`config.mk`:
```
export PLATFORM = sky130hd
export DESIGN_NAME = uemr_responder
export DESIGN_NICKNAME = d
export VERILOG_FILES = /design/src/design/uemr_pkg.sv /design/src/design/uemr_responder.sv
export SDC_FILE = /design/constraint.sdc
export NUM_CORES = 1
export LEC_CHECK = 0
export BUFFER_PORTS_ARGS = -buffer_cell sky130_fd_sc_hd__buf_4
export CORE_UTILIZATION = 59
export CTS_BUF_LIST = sky130_fd_sc_hd__clkbuf_8
export DETAILED_ROUTE_END_ITERATION = 6
export GPL_ROUTABILITY_DRIVEN = 0
export PLACE_DENSITY_LB_ADDON = 0.1
export SLEW_MARGIN = 20
export SYNTH_ARGS = -nofsm -noshare
export SYNTH_HDL_FRONTEND = slang
export SYNTH_SLANG_ARGS = --single-unit
```
`constraint.sdc`:
```
create_clock -name i_sys_clk -period 5.9 [get_ports i_sys_clk]
set_clock_uncertainty 0.15 [all_clocks]
set_input_delay 1.18 -clock i_sys_clk [delete_from_list [all_inputs] [get_ports i_sys_clk]]
set_output_delay 1.18 -clock i_sys_clk [all_outputs]
set_load 0.01 [all_outputs]
```
`src/design/uemr_pkg.sv`:
```
// Package with constants and types for the endpoint mode responder
package uemr_pkg;
	localparam int unsigned NUM_EP       = 3;
	localparam int unsigned EP_IDX_W     = 2;
	localparam int unsigned MODE_W       = 4;
	localparam int unsigned CNT_W        = 4;
	// Register byte addresses
	localparam logic [7:0] ADDR_EP0_MODE = 8'h00;
	localparam logic [7:0] ADDR_EP1_MODE = 8'h04;
	localparam logic [7:0] ADDR_EP2_MODE = 8'h08;
	localparam logic [7:0] ADDR_EP0_CNT  = 8'h0c;
	localparam logic [7:0] ADDR_EP1_CNT  = 8'h10;
	localparam logic [7:0] ADDR_EP2_CNT  = 8'h14;
	localparam logic [7:0] ADDR_STATUS   = 8'h18;
	// Field positions, reset values and response codes
	localparam int unsigned HALT_BIT     = 7;
	localparam int unsigned SETUP_BIT    = 0;
	localparam logic [7:0]  MODE_RST     = 8'h00;
	localparam logic [3:0]  CNT_RST      = 4'h0;
	localparam logic [1:0]  RESP_OKAY    = 2'b00;
	localparam logic [1:0]  RESP_SLVERR  = 2'b10;
	// Mode codes
	localparam logic [3:0] M_DISABLE     = 4'b0000;
	localparam logic [3:0] M_NAK_IO      = 4'b0001;
	localparam logic [3:0] M_STATUS_OUT  = 4'b0010;
	localparam logic [3:0] M_STALL_IO    = 4'b0011;
	localparam logic [3:0] M_STATUS_IN   = 4'b0110;
	localparam logic [3:0] M_ACKOUT_STIN = 4'b1011;
	localparam logic [3:0] M_ACKIN_STOUT = 4'b1111;
	localparam logic [3:0] M_NAK_OUT     = 4'b1000;
	localparam logic [3:0] M_ACK_OUT     = 4'b1001;
	localparam logic [3:0] M_NAK_IN      = 4'b1100;
	localparam logic [3:0] M_ACK_IN      = 4'b1101;

	typedef enum logic [1:0]
	{
		TOK_SETUP = 2'b00,
		TOK_IN    = 2'b01,
		TOK_OUT   = 2'b10
	} uemr_tok_t;

	typedef enum logic [2:0]
	{
		RSP_NONE  = 3'b000,
		RSP_ACK   = 3'b001,
		RSP_NAK   = 3'b010,
		RSP_STALL = 3'b011,
		RSP_TX0   = 3'b100,
		RSP_TXCNT = 3'b101
	} uemr_rsp_t;

	typedef enum logic [1:0]
	{
		ST_IDLE = 2'b00,
		ST_DATA = 2'b01,
		ST_WAIT = 2'b10
	} uemr_st_t;

	// Token from the packet layer
	typedef struct packed
	{
		logic      valid;
		uemr_tok_t tok;
		logic [1:0] ep;
	} uemr_token_t;

	// OUT/SETUP data phase summary
	typedef struct packed
	{
		logic       valid;
		logic       crc_ok;
		logic       toggle;
		logic [3:0] len;
	} uemr_data_t;

	// Reply request to the transmitter
	typedef struct packed
	{
		logic       valid;
		uemr_rsp_t  rsp;
		logic [3:0] count;
		logic [1:0] ep;
	} uemr_reply_t;

	typedef struct packed
	{
		uemr_st_t   st;
		uemr_tok_t  tok;
		logic [1:0] ep;
		logic [3:0] mode;
		logic       halt;
		logic [2:0][7:0] ep_mode;
		logic [2:0][3:0] ep_cnt;
		logic       setup_rx;
		logic       aw_got;
		logic       w_got;
		logic [7:0] awaddr;
		logic [31:0] wdata;
		logic       bvalid;
		logic [1:0] bresp;
		logic       rvalid;
		logic [31:0] rdata;
		logic [1:0] rresp;
		uemr_reply_t reply;
	} uemr_state_t;
endpackage

```
`src/design/uemr_responder.sv`:
```
// Endpoint mode responder: token reply selection and mode registers
`timescale 1ns/1ps
module uemr_responder
(
	input  wire logic                 i_sys_clk,
	input  wire logic                 i_resetn,
	input  wire logic [7:0]           i_awaddr,
	input  wire logic                 i_awvalid,
	output logic                      o_awready,
	input  wire logic [31:0]          i_wdata,
	input  wire logic [3:0]           i_wstrb,
	input  wire logic                 i_wvalid,
	output logic                      o_wready,
	output logic                      o_bvalid,
	output logic [1:0]                o_bresp,
	input  wire logic                 i_bready,
	input  wire logic [7:0]           i_araddr,
	input  wire logic                 i_arvalid,
	output logic                      o_arready,
	output logic                      o_rvalid,
	output logic [31:0]               o_rdata,
	output logic [1:0]                o_rresp,
	input  wire logic                 i_rready,
	input  wire uemr_pkg::uemr_token_t i_token,
	input  wire uemr_pkg::uemr_data_t  i_data,
	input  wire logic                 i_host_ack,
	input  wire logic                 i_host_timeout,
	output uemr_pkg::uemr_reply_t     o_reply,
	output logic                      o_ctrl_buf_wr_block
);

	uemr_pkg::uemr_state_t s_r;
	uemr_pkg::uemr_state_t s_nxt;

	////////////////////////////////////////////////////////////////////////
	// Reply for a token given the sampled mode and halt bit
	function automatic uemr_pkg::uemr_rsp_t tok_reply(
		input uemr_pkg::uemr_tok_t tok,
		input logic [3:0]          mode,
		input logic                halt);
		uemr_pkg::uemr_rsp_t r;
		r = uemr_pkg::RSP_NONE;
		case (mode)
			uemr_pkg::M_NAK_IO, uemr_pkg::M_STATUS_OUT,
			uemr_pkg::M_STALL_IO, uemr_pkg::M_STATUS_IN,
			uemr_pkg::M_ACKOUT_STIN, uemr_pkg::M_ACKIN_STOUT:
			begin
				// Control modes: SETUP settles after its data phase
				if (tok == uemr_pkg::TOK_IN)
				begin
					case (mode)
						uemr_pkg::M_NAK_IO:      r = uemr_pkg::RSP_NAK;
						uemr_pkg::M_STATUS_OUT:  r = uemr_pkg::RSP_STALL;
						uemr_pkg::M_STALL_IO:    r = uemr_pkg::RSP_STALL;
						uemr_pkg::M_STATUS_IN:   r = uemr_pkg::RSP_TX0;
						uemr_pkg::M_ACKOUT_STIN: r = uemr_pkg::RSP_TX0;
						default:                 r = uemr_pkg::RSP_TXCNT;
					endcase
				end
			end
			uemr_pkg::M_NAK_IN:
				if (tok == uemr_pkg::TOK_IN)
					r = uemr_pkg::RSP_NAK;
			uemr_pkg::M_ACK_IN:
				if (tok == uemr_pkg::TOK_IN)
					r = halt ? uemr_pkg::RSP_STALL
					         : uemr_pkg::RSP_TXCNT;
			default: r = uemr_pkg::RSP_NONE;
		endcase
		return r;
	endfunction

	////////////////////////////////////////////////////////////////////////
	// Reply after an OUT or SETUP data phase
	function automatic uemr_pkg::uemr_rsp_t data_reply(
		input uemr_pkg::uemr_tok_t tok,
		input logic [3:0]          mode,
		input logic                halt,
		input uemr_pkg::uemr_data_t d);
		uemr_pkg::uemr_rsp_t r;
		logic ctrl;
		r = uemr_pkg::RSP_NONE;
		ctrl = (mode == uemr_pkg::M_NAK_IO) || (mode == uemr_pkg::M_STATUS_OUT)
			|| (mode == uemr_pkg::M_STALL_IO) || (mode == uemr_pkg::M_STATUS_IN)
			|| (mode == uemr_pkg::M_ACKOUT_STIN)
			|| (mode == uemr_pkg::M_ACKIN_STOUT);
		if (d.crc_ok)
		begin
			if (tok == uemr_pkg::TOK_SETUP)
				r = ctrl ? uemr_pkg::RSP_ACK : uemr_pkg::RSP_NONE;
			else
			begin
				case (mode)
					uemr_pkg::M_NAK_IO:      r = uemr_pkg::RSP_NAK;
					uemr_pkg::M_STALL_IO:    r = uemr_pkg::RSP_STALL;
					uemr_pkg::M_STATUS_IN:   r = uemr_pkg::RSP_STALL;
					uemr_pkg::M_ACKOUT_STIN: r = uemr_pkg::RSP_ACK;
					uemr_pkg::M_STATUS_OUT, uemr_pkg::M_ACKIN_STOUT:
						// Zero payload and DATA1 only
						r = (d.len == 4'h0 && d.toggle) ? uemr_pkg::RSP_ACK
						                                : uemr_pkg::RSP_STALL;
					uemr_pkg::M_NAK_OUT:     r = uemr_pkg::RSP_NAK;
					uemr_pkg::M_ACK_OUT:
						r = halt ? uemr_pkg::RSP_STALL
						         : uemr_pkg::RSP_ACK;
					default:                 r = uemr_pkg::RSP_NONE;
				endcase
			end
		end
		return r;
	endfunction

	////////////////////////////////////////////////////////////////////////
	// Next-state logic: transaction sequencer plus AXI4-Lite slave
	always_comb
	begin
		logic [7:0]  ep_w;
		logic        sw_wr;
		logic        hw_wr;
		logic [1:0]  hw_ep;
		logic [3:0]  hw_mode;
		uemr_pkg::uemr_rsp_t rsp;
		ep_w    = 8'h00;
		sw_wr   = 1'b0;
		hw_wr   = 1'b0;
		hw_ep   = 2'b00;
		hw_mode = 4'h0;
		rsp     = uemr_pkg::RSP_NONE;
		s_nxt   = s_r;
		s_nxt.reply.valid = 1'b0;

		case (s_r.st)
			uemr_pkg::ST_IDLE:
				if (i_token.valid && i_token.ep != 2'b11)
				begin
					// Mode frozen here for the whole transaction
					s_nxt.tok  = i_token.tok;
					s_nxt.ep   = i_token.ep;
					s_nxt.mode = s_r.ep_mode[i_token.ep][3:0];
					s_nxt.halt = s_r.ep_mode[i_token.ep][uemr_pkg::HALT_BIT];
					if (i_token.tok == uemr_pkg::TOK_IN)
					begin
						rsp = tok_reply(i_token.tok, s_r.ep_mode[i_token.ep][3:0],
							s_r.ep_mode[i_token.ep][uemr_pkg::HALT_BIT]);
						s_nxt.reply.valid = (rsp != uemr_pkg::RSP_NONE);
						s_nxt.reply.rsp   = rsp;
						s_nxt.reply.ep    = i_token.ep;
						s_nxt.reply.count = (rsp == uemr_pkg::RSP_TXCNT)
							? s_r.ep_cnt[i_token.ep] : 4'h0;
						if (rsp == uemr_pkg::RSP_TXCNT || rsp == uemr_pkg::RSP_TX0)
							s_nxt.st = uemr_pkg::ST_WAIT;
					end
					else
						s_nxt.st = uemr_pkg::ST_DATA;
				end
			uemr_pkg::ST_DATA:
				if (i_data.valid)
				begin
					rsp = data_reply(s_r.tok, s_r.mode, s_r.halt, i_data);
					s_nxt.reply.valid = (rsp != uemr_pkg::RSP_NONE);
					s_nxt.reply.rsp   = rsp;
					s_nxt.reply.ep    = s_r.ep;
					s_nxt.reply.count = 4'h0;
					s_nxt.st = uemr_pkg::ST_IDLE;
					if (s_r.tok == uemr_pkg::TOK_SETUP && rsp == uemr_pkg::RSP_ACK)
						s_nxt.setup_rx = 1'b1;
					if (rsp == uemr_pkg::RSP_ACK && s_r.mode == uemr_pkg::M_ACK_OUT)
					begin
						hw_wr   = 1'b1;
						hw_ep   = s_r.ep;
						hw_mode = uemr_pkg::M_NAK_OUT;
					end
				end
			uemr_pkg::ST_WAIT:
				if (i_host_ack || i_host_timeout)
				begin
					s_nxt.st = uemr_pkg::ST_IDLE;
					if (i_host_ack && s_r.mode == uemr_pkg::M_ACK_IN && !s_r.halt)
					begin
						hw_wr   = 1'b1;
						hw_ep   = s_r.ep;
						hw_mode = uemr_pkg::M_NAK_IN;
					end
				end
			default: s_nxt.st = uemr_pkg::ST_IDLE;
		endcase

		// Write channel: address and data taken in either order
		if (i_awvalid && !s_r.aw_got && !s_r.bvalid)
		begin
			s_nxt.aw_got = 1'b1;
			s_nxt.awaddr = i_awaddr;
		end
		if (i_wvalid && !s_r.w_got && !s_r.bvalid)
		begin
			s_nxt.w_got = 1'b1;
			s_nxt.wdata = i_wdata;
		end
		sw_wr = s_r.aw_got && s_r.w_got && !s_r.bvalid;
		if (sw_wr)
		begin
			s_nxt.aw_got = 1'b0;
			s_nxt.w_got  = 1'b0;
			s_nxt.bvalid = 1'b1;
			s_nxt.bresp  = uemr_pkg::RESP_OKAY;
			ep_w = s_r.wdata[7:0];
			case (s_r.awaddr)
				uemr_pkg::ADDR_EP0_MODE: s_nxt.ep_mode[0] = {4'h0, ep_w[3:0]};
				uemr_pkg::ADDR_EP1_MODE:
					if (!hw_wr) // Shared update path: engine wins
						s_nxt.ep_mode[1] = ep_w;
				uemr_pkg::ADDR_EP2_MODE:
					if (!hw_wr)
						s_nxt.ep_mode[2] = ep_w;
				uemr_pkg::ADDR_EP0_CNT:  s_nxt.ep_cnt[0] = ep_w[3:0];
				uemr_pkg::ADDR_EP1_CNT:  s_nxt.ep_cnt[1] = ep_w[3:0];
				uemr_pkg::ADDR_EP2_CNT:  s_nxt.ep_cnt[2] = ep_w[3:0];
				uemr_pkg::ADDR_STATUS:
					if (ep_w[uemr_pkg::SETUP_BIT])
						s_nxt.setup_rx = 1'b0;
				default: s_nxt.bresp = uemr_pkg::RESP_SLVERR;
			endcase
		end
		if (s_r.bvalid && i_bready)
			s_nxt.bvalid = 1'b0;
		// Engine update applied last so it always wins
		if (hw_wr)
			s_nxt.ep_mode[hw_ep][3:0] = hw_mode;
		// A new SETUP in the clear cycle keeps the flag set
		if (s_r.st == uemr_pkg::ST_DATA && i_data.valid
			&& s_r.tok == uemr_pkg::TOK_SETUP && rsp == uemr_pkg::RSP_ACK)
			s_nxt.setup_rx = 1'b1;

		// Read channel
		if (i_arvalid && !s_r.rvalid)
		begin
			s_nxt.rvalid = 1'b1;
			s_nxt.rresp  = uemr_pkg::RESP_OKAY;
			case (i_araddr)
				uemr_pkg::ADDR_EP0_MODE: s_nxt.rdata = {24'h0, s_r.ep_mode[0]};
				uemr_pkg::ADDR_EP1_MODE: s_nxt.rdata = {24'h0, s_r.ep_mode[1]};
				uemr_pkg::ADDR_EP2_MODE: s_nxt.rdata = {24'h0, s_r.ep_mode[2]};
				uemr_pkg::ADDR_EP0_CNT:  s_nxt.rdata = {28'h0, s_r.ep_cnt[0]};
				uemr_pkg::ADDR_EP1_CNT:  s_nxt.rdata = {28'h0, s_r.ep_cnt[1]};
				uemr_pkg::ADDR_EP2_CNT:  s_nxt.rdata = {28'h0, s_r.ep_cnt[2]};
				uemr_pkg::ADDR_STATUS:   s_nxt.rdata = {31'h0, s_r.setup_rx};
				default:
				begin
					s_nxt.rdata = 32'h0;
					s_nxt.rresp = uemr_pkg::RESP_SLVERR;
				end
			endcase
		end
		else if (s_r.rvalid && i_rready)
			s_nxt.rvalid = 1'b0;
	end

	////////////////////////////////////////////////////////////////////////
	// State register
	always_ff @(posedge i_sys_clk)
	begin
		if (!i_resetn)
		begin
			s_r <= '0;
			s_r.ep_mode <= {3{uemr_pkg::MODE_RST}};
			s_r.ep_cnt  <= {3{uemr_pkg::CNT_RST}};
		end
		else
			s_r <= s_nxt;
	end

	////////////////////////////////////////////////////////////////////////
	// Outputs; ready signals are combinational handshakes
	assign o_awready = !s_r.aw_got && !s_r.bvalid;
	assign o_wready  = !s_r.w_got && !s_r.bvalid;
	assign o_arready = !s_r.rvalid;
	assign o_bvalid  = s_r.bvalid;
	assign o_bresp   = s_r.bresp;
	assign o_rvalid  = s_r.rvalid;
	assign o_rdata   = s_r.rdata;
	assign o_rresp   = s_r.rresp;
	assign o_reply   = s_r.reply;
	assign o_ctrl_buf_wr_block = s_r.setup_rx;

endmodule

```
==> out/results.ini <==
[status]
status=completed

[sta]
timing.fmax_mhz=296
finalSetupViolations=0
finalHoldWorstSlack_ps=307
timing_worst_slew_pin_value_ps=1030
finalHoldViolations=0
setup_slack_ps=2520
grt_setup_unrepaired=false
layout_worst_path_cycle_share_pct=57.3
maxSlewViolCount=0
maxSlewHeadroom_pct=31.6
tns_ps=0
period_minus_slack_ps=3380

[yosys]
post_synth_mux_area_share_pct=6.69
async_reset_ff_share_pct=0
synth_compound_gate_area_share_pct=22.5
post_synth.cell_area_avg_um2=7.98
yosys.area_share.simple_pct=21.4
synth-main-ff-cell=sky130_fd_sc_hd__dfxtp_1
synthAdderAreaFrac_pct=0.796
synth_edf_count=0
synth-xor-area-share_pct=0
synth_top_family_by_area=compound AO/OA/AOI/OAI gates
synth_sequential_area_ratio_pct=37.4
synth_cells=591
ys_ff_latch=88
ys_warn_count=0
synth_area_um2=4710
synth_cell_type_count=62

[detailed_routing]
drt-initial-drc-count=302
wl_per_cell_um=15.4
drt.antenna.violating_nets=0
drc=0
routed_wl_mm=11.1
route.vias.total=4324
post_drt_via_cell_ratio=5.98
dr.pass1.iters=5

[layout]
layoutNonFillerInstCount=723
final_layout_size_suffix_gt1_share_pct=16.1
synthToLayoutAreaGrowth_pct=10.0
layout_commonest_cell=sky130_fd_sc_hd__dfxtp_1
fillCellCount=671
layout_common_cells=88 x sky130_fd_sc_hd__dfxtp_1, 72 x sky130_fd_sc_hd__nand2_1, 70 x sky130_fd_sc_hd__a21oi_1, 70 x sky130_fd_sc_hd__buf_4, 43 x sky130_fd_sc_hd__nor2_1
nNetsFinal=693
final_design_area_no_fill_um2=5180
n_antenna_cell=0

[die]
die-area_um2=8350
core.rowCount=32
ios=125
chipWidth_um=91.4
core_region_area_um2=7730
initial_core_utilization_pct=61.0
die_y_um=91.4

[critical_path]
critical_path.max_fanout=20
critical_path.startpoint_type=input port
endpoint_kind=register
worstPathRequired_ps=6030
crit_family=simple AND/OR/NAND/NOR gates
critical_path_arrival_ps=3510
setup.worst_path.class=in2reg
cell_with_the_biggest_individual_delay_on_the_critical_path=sky130_fd_sc_hd__nor2b_1
critical_path_cell_list=buf_4, nor2b_1, a2bb2oi_1, nor4_1, nor3_1, or4_1, a21oi_1
critical-path-max-stage-delay_ps=600
count_of_buffer_and_inverter_cells_on_the_critical_path=1

[clock_network]
clk_path_buf_depth=2
post_cts_resize_count=0
postCtsSetupRepairBufs=0
cts_max_level=3
cts_tree=yes
clock_network_latency_to_the_later_pin_of_the_worst_skew_pair_ps=350
clock_tree.root_cell=sky130_fd_sc_hd__clkbuf_8
cts_made_buffers=9
numClockSinks=88
clk_transition_reported_paths_ps=90
cts_hold_buf=0

[placed_design]
cell_area_after_placement_um2=4980
dpl.cell_count=708
dpl_worst_slack_ps=2210
dp_hpwl_mm=8.01
port-buffer-count=70

[run]
cap_violations=0

[global_routing]
grtUsageTotal_pct=27.1
grt_pass1_vias=3826
maximum_number_of_pins_on_one_net_before_global_route_repair=74
initial_antenna_violation_count=0
grt_pass1_wl_mm=18.3
overflow=0

[power_and_ir_drop]
power.density_cell_area_nw_per_um2=236
worst_ir_drop_vdd_mv=0.161
leakagePower_nw=1.98

[worst_hold_path]
hold_path.class=reg2reg

[cell usage after synthesis (7+ instances only)]
library cell | n | area [µm²]
sky130_fd_sc_hd__nand3_1 | 29 | 145
sky130_fd_sc_hd__dfxtp_1 | 88 | 1760
sky130_fd_sc_hd__o211ai_1 | 7 | 52.6
sky130_fd_sc_hd__mux2i_1 | 27 | 270
sky130_fd_sc_hd__a22oi_1 | 7 | 52.6
sky130_fd_sc_hd__and3_1 | 9 | 56.3
sky130_fd_sc_hd__nor3_1 | 14 | 70.1
sky130_fd_sc_hd__clkbuf_1 | 27 | 101
sky130_fd_sc_hd__o21ai_0 | 30 | 150
sky130_fd_sc_hd__nor2_1 | 43 | 161
sky130_fd_sc_hd__a21oi_1 | 70 | 350
sky130_fd_sc_hd__a211oi_1 | 7 | 52.6
sky130_fd_sc_hd__buf_4 | 46 | 345
sky130_fd_sc_hd__inv_1 | 10 | 37.5
sky130_fd_sc_hd__nor2b_1 | 9 | 56.3
sky130_fd_sc_hd__nand2_1 | 72 | 270
[where the power goes]
group	switching (mW)	internal [mW]
Clock	0.214	0.217
Sequential	0.0233	0.613
Combinational	0.0934	0.0621
Total	0.331	0.892
[final timing paths]
| check | endpoint | depth (start not counted) | slack [ps] | from |
|---|---|---|---|---|
| max | o_reply[2]$_SDFFE_PN0P_ | 7 | 2520 | i_token[0] |
| min | o_rdata[1]$_SDFFE_PN0P_ | 2 | 310 | o_rdata[1]$_SDFFE_PN0P_ |
| max reg2reg | s_r[114]$_SDFF_PN0_ | 6 | 2920 | s_r[80]$_SDFFE_PN0P_ |
| min reg2reg | o_rdata[1]$_SDFFE_PN0P_ | 2 | 310 | o_rdata[1]$_SDFFE_PN0P_ |
[worst reg2reg max path, delay by kind of cell (launching register included)]
kind | cells | cell delay (ps)
flip-flops | 1 | 320
AND/OR/NAND/NOR | 6 | 2390
[area by class of cell]
class                      count  area [µm²]  area share, %
tap                          102         128           2.46
clock buffer                  11         151           2.92
timing repair buffer          70         526           10.1
inverter                      11        43.8          0.845
clock inverter                 4        53.8           1.04
multi-input combinational    437        2520           48.6
sequential                    88        1760           34.0
[routing by layer]
layer / GRT usage, % / vias up / wire (µm)
met5: 0 / - / 0
li1: - / 2101 / -
met3: 6.20 / 9 / 805
met4: 4.63 / 0 / 80
met1: 36.0 / 2031 / 4950
met2: 45.3 / 183 / 5300
[through the flow]
step	utilization [%]	power (mW)
2_1_floorplan	-	0.764
3_3_place_gp	64.4	0.799
3_5_place_dp	64.4	0.803
4_1_cts	67.1	1.23
5_1_grt	67.1	1.27
6_report	67.1	1.22
[logic make-up after synthesis]
logic type / after synthesis
flops: 88
simple gates: 209
other cells: 1
fa+ha+maj: 3
compound gates: 169
buf+inv: 91
mux: 30
Power figures use the tool's default switching activity.
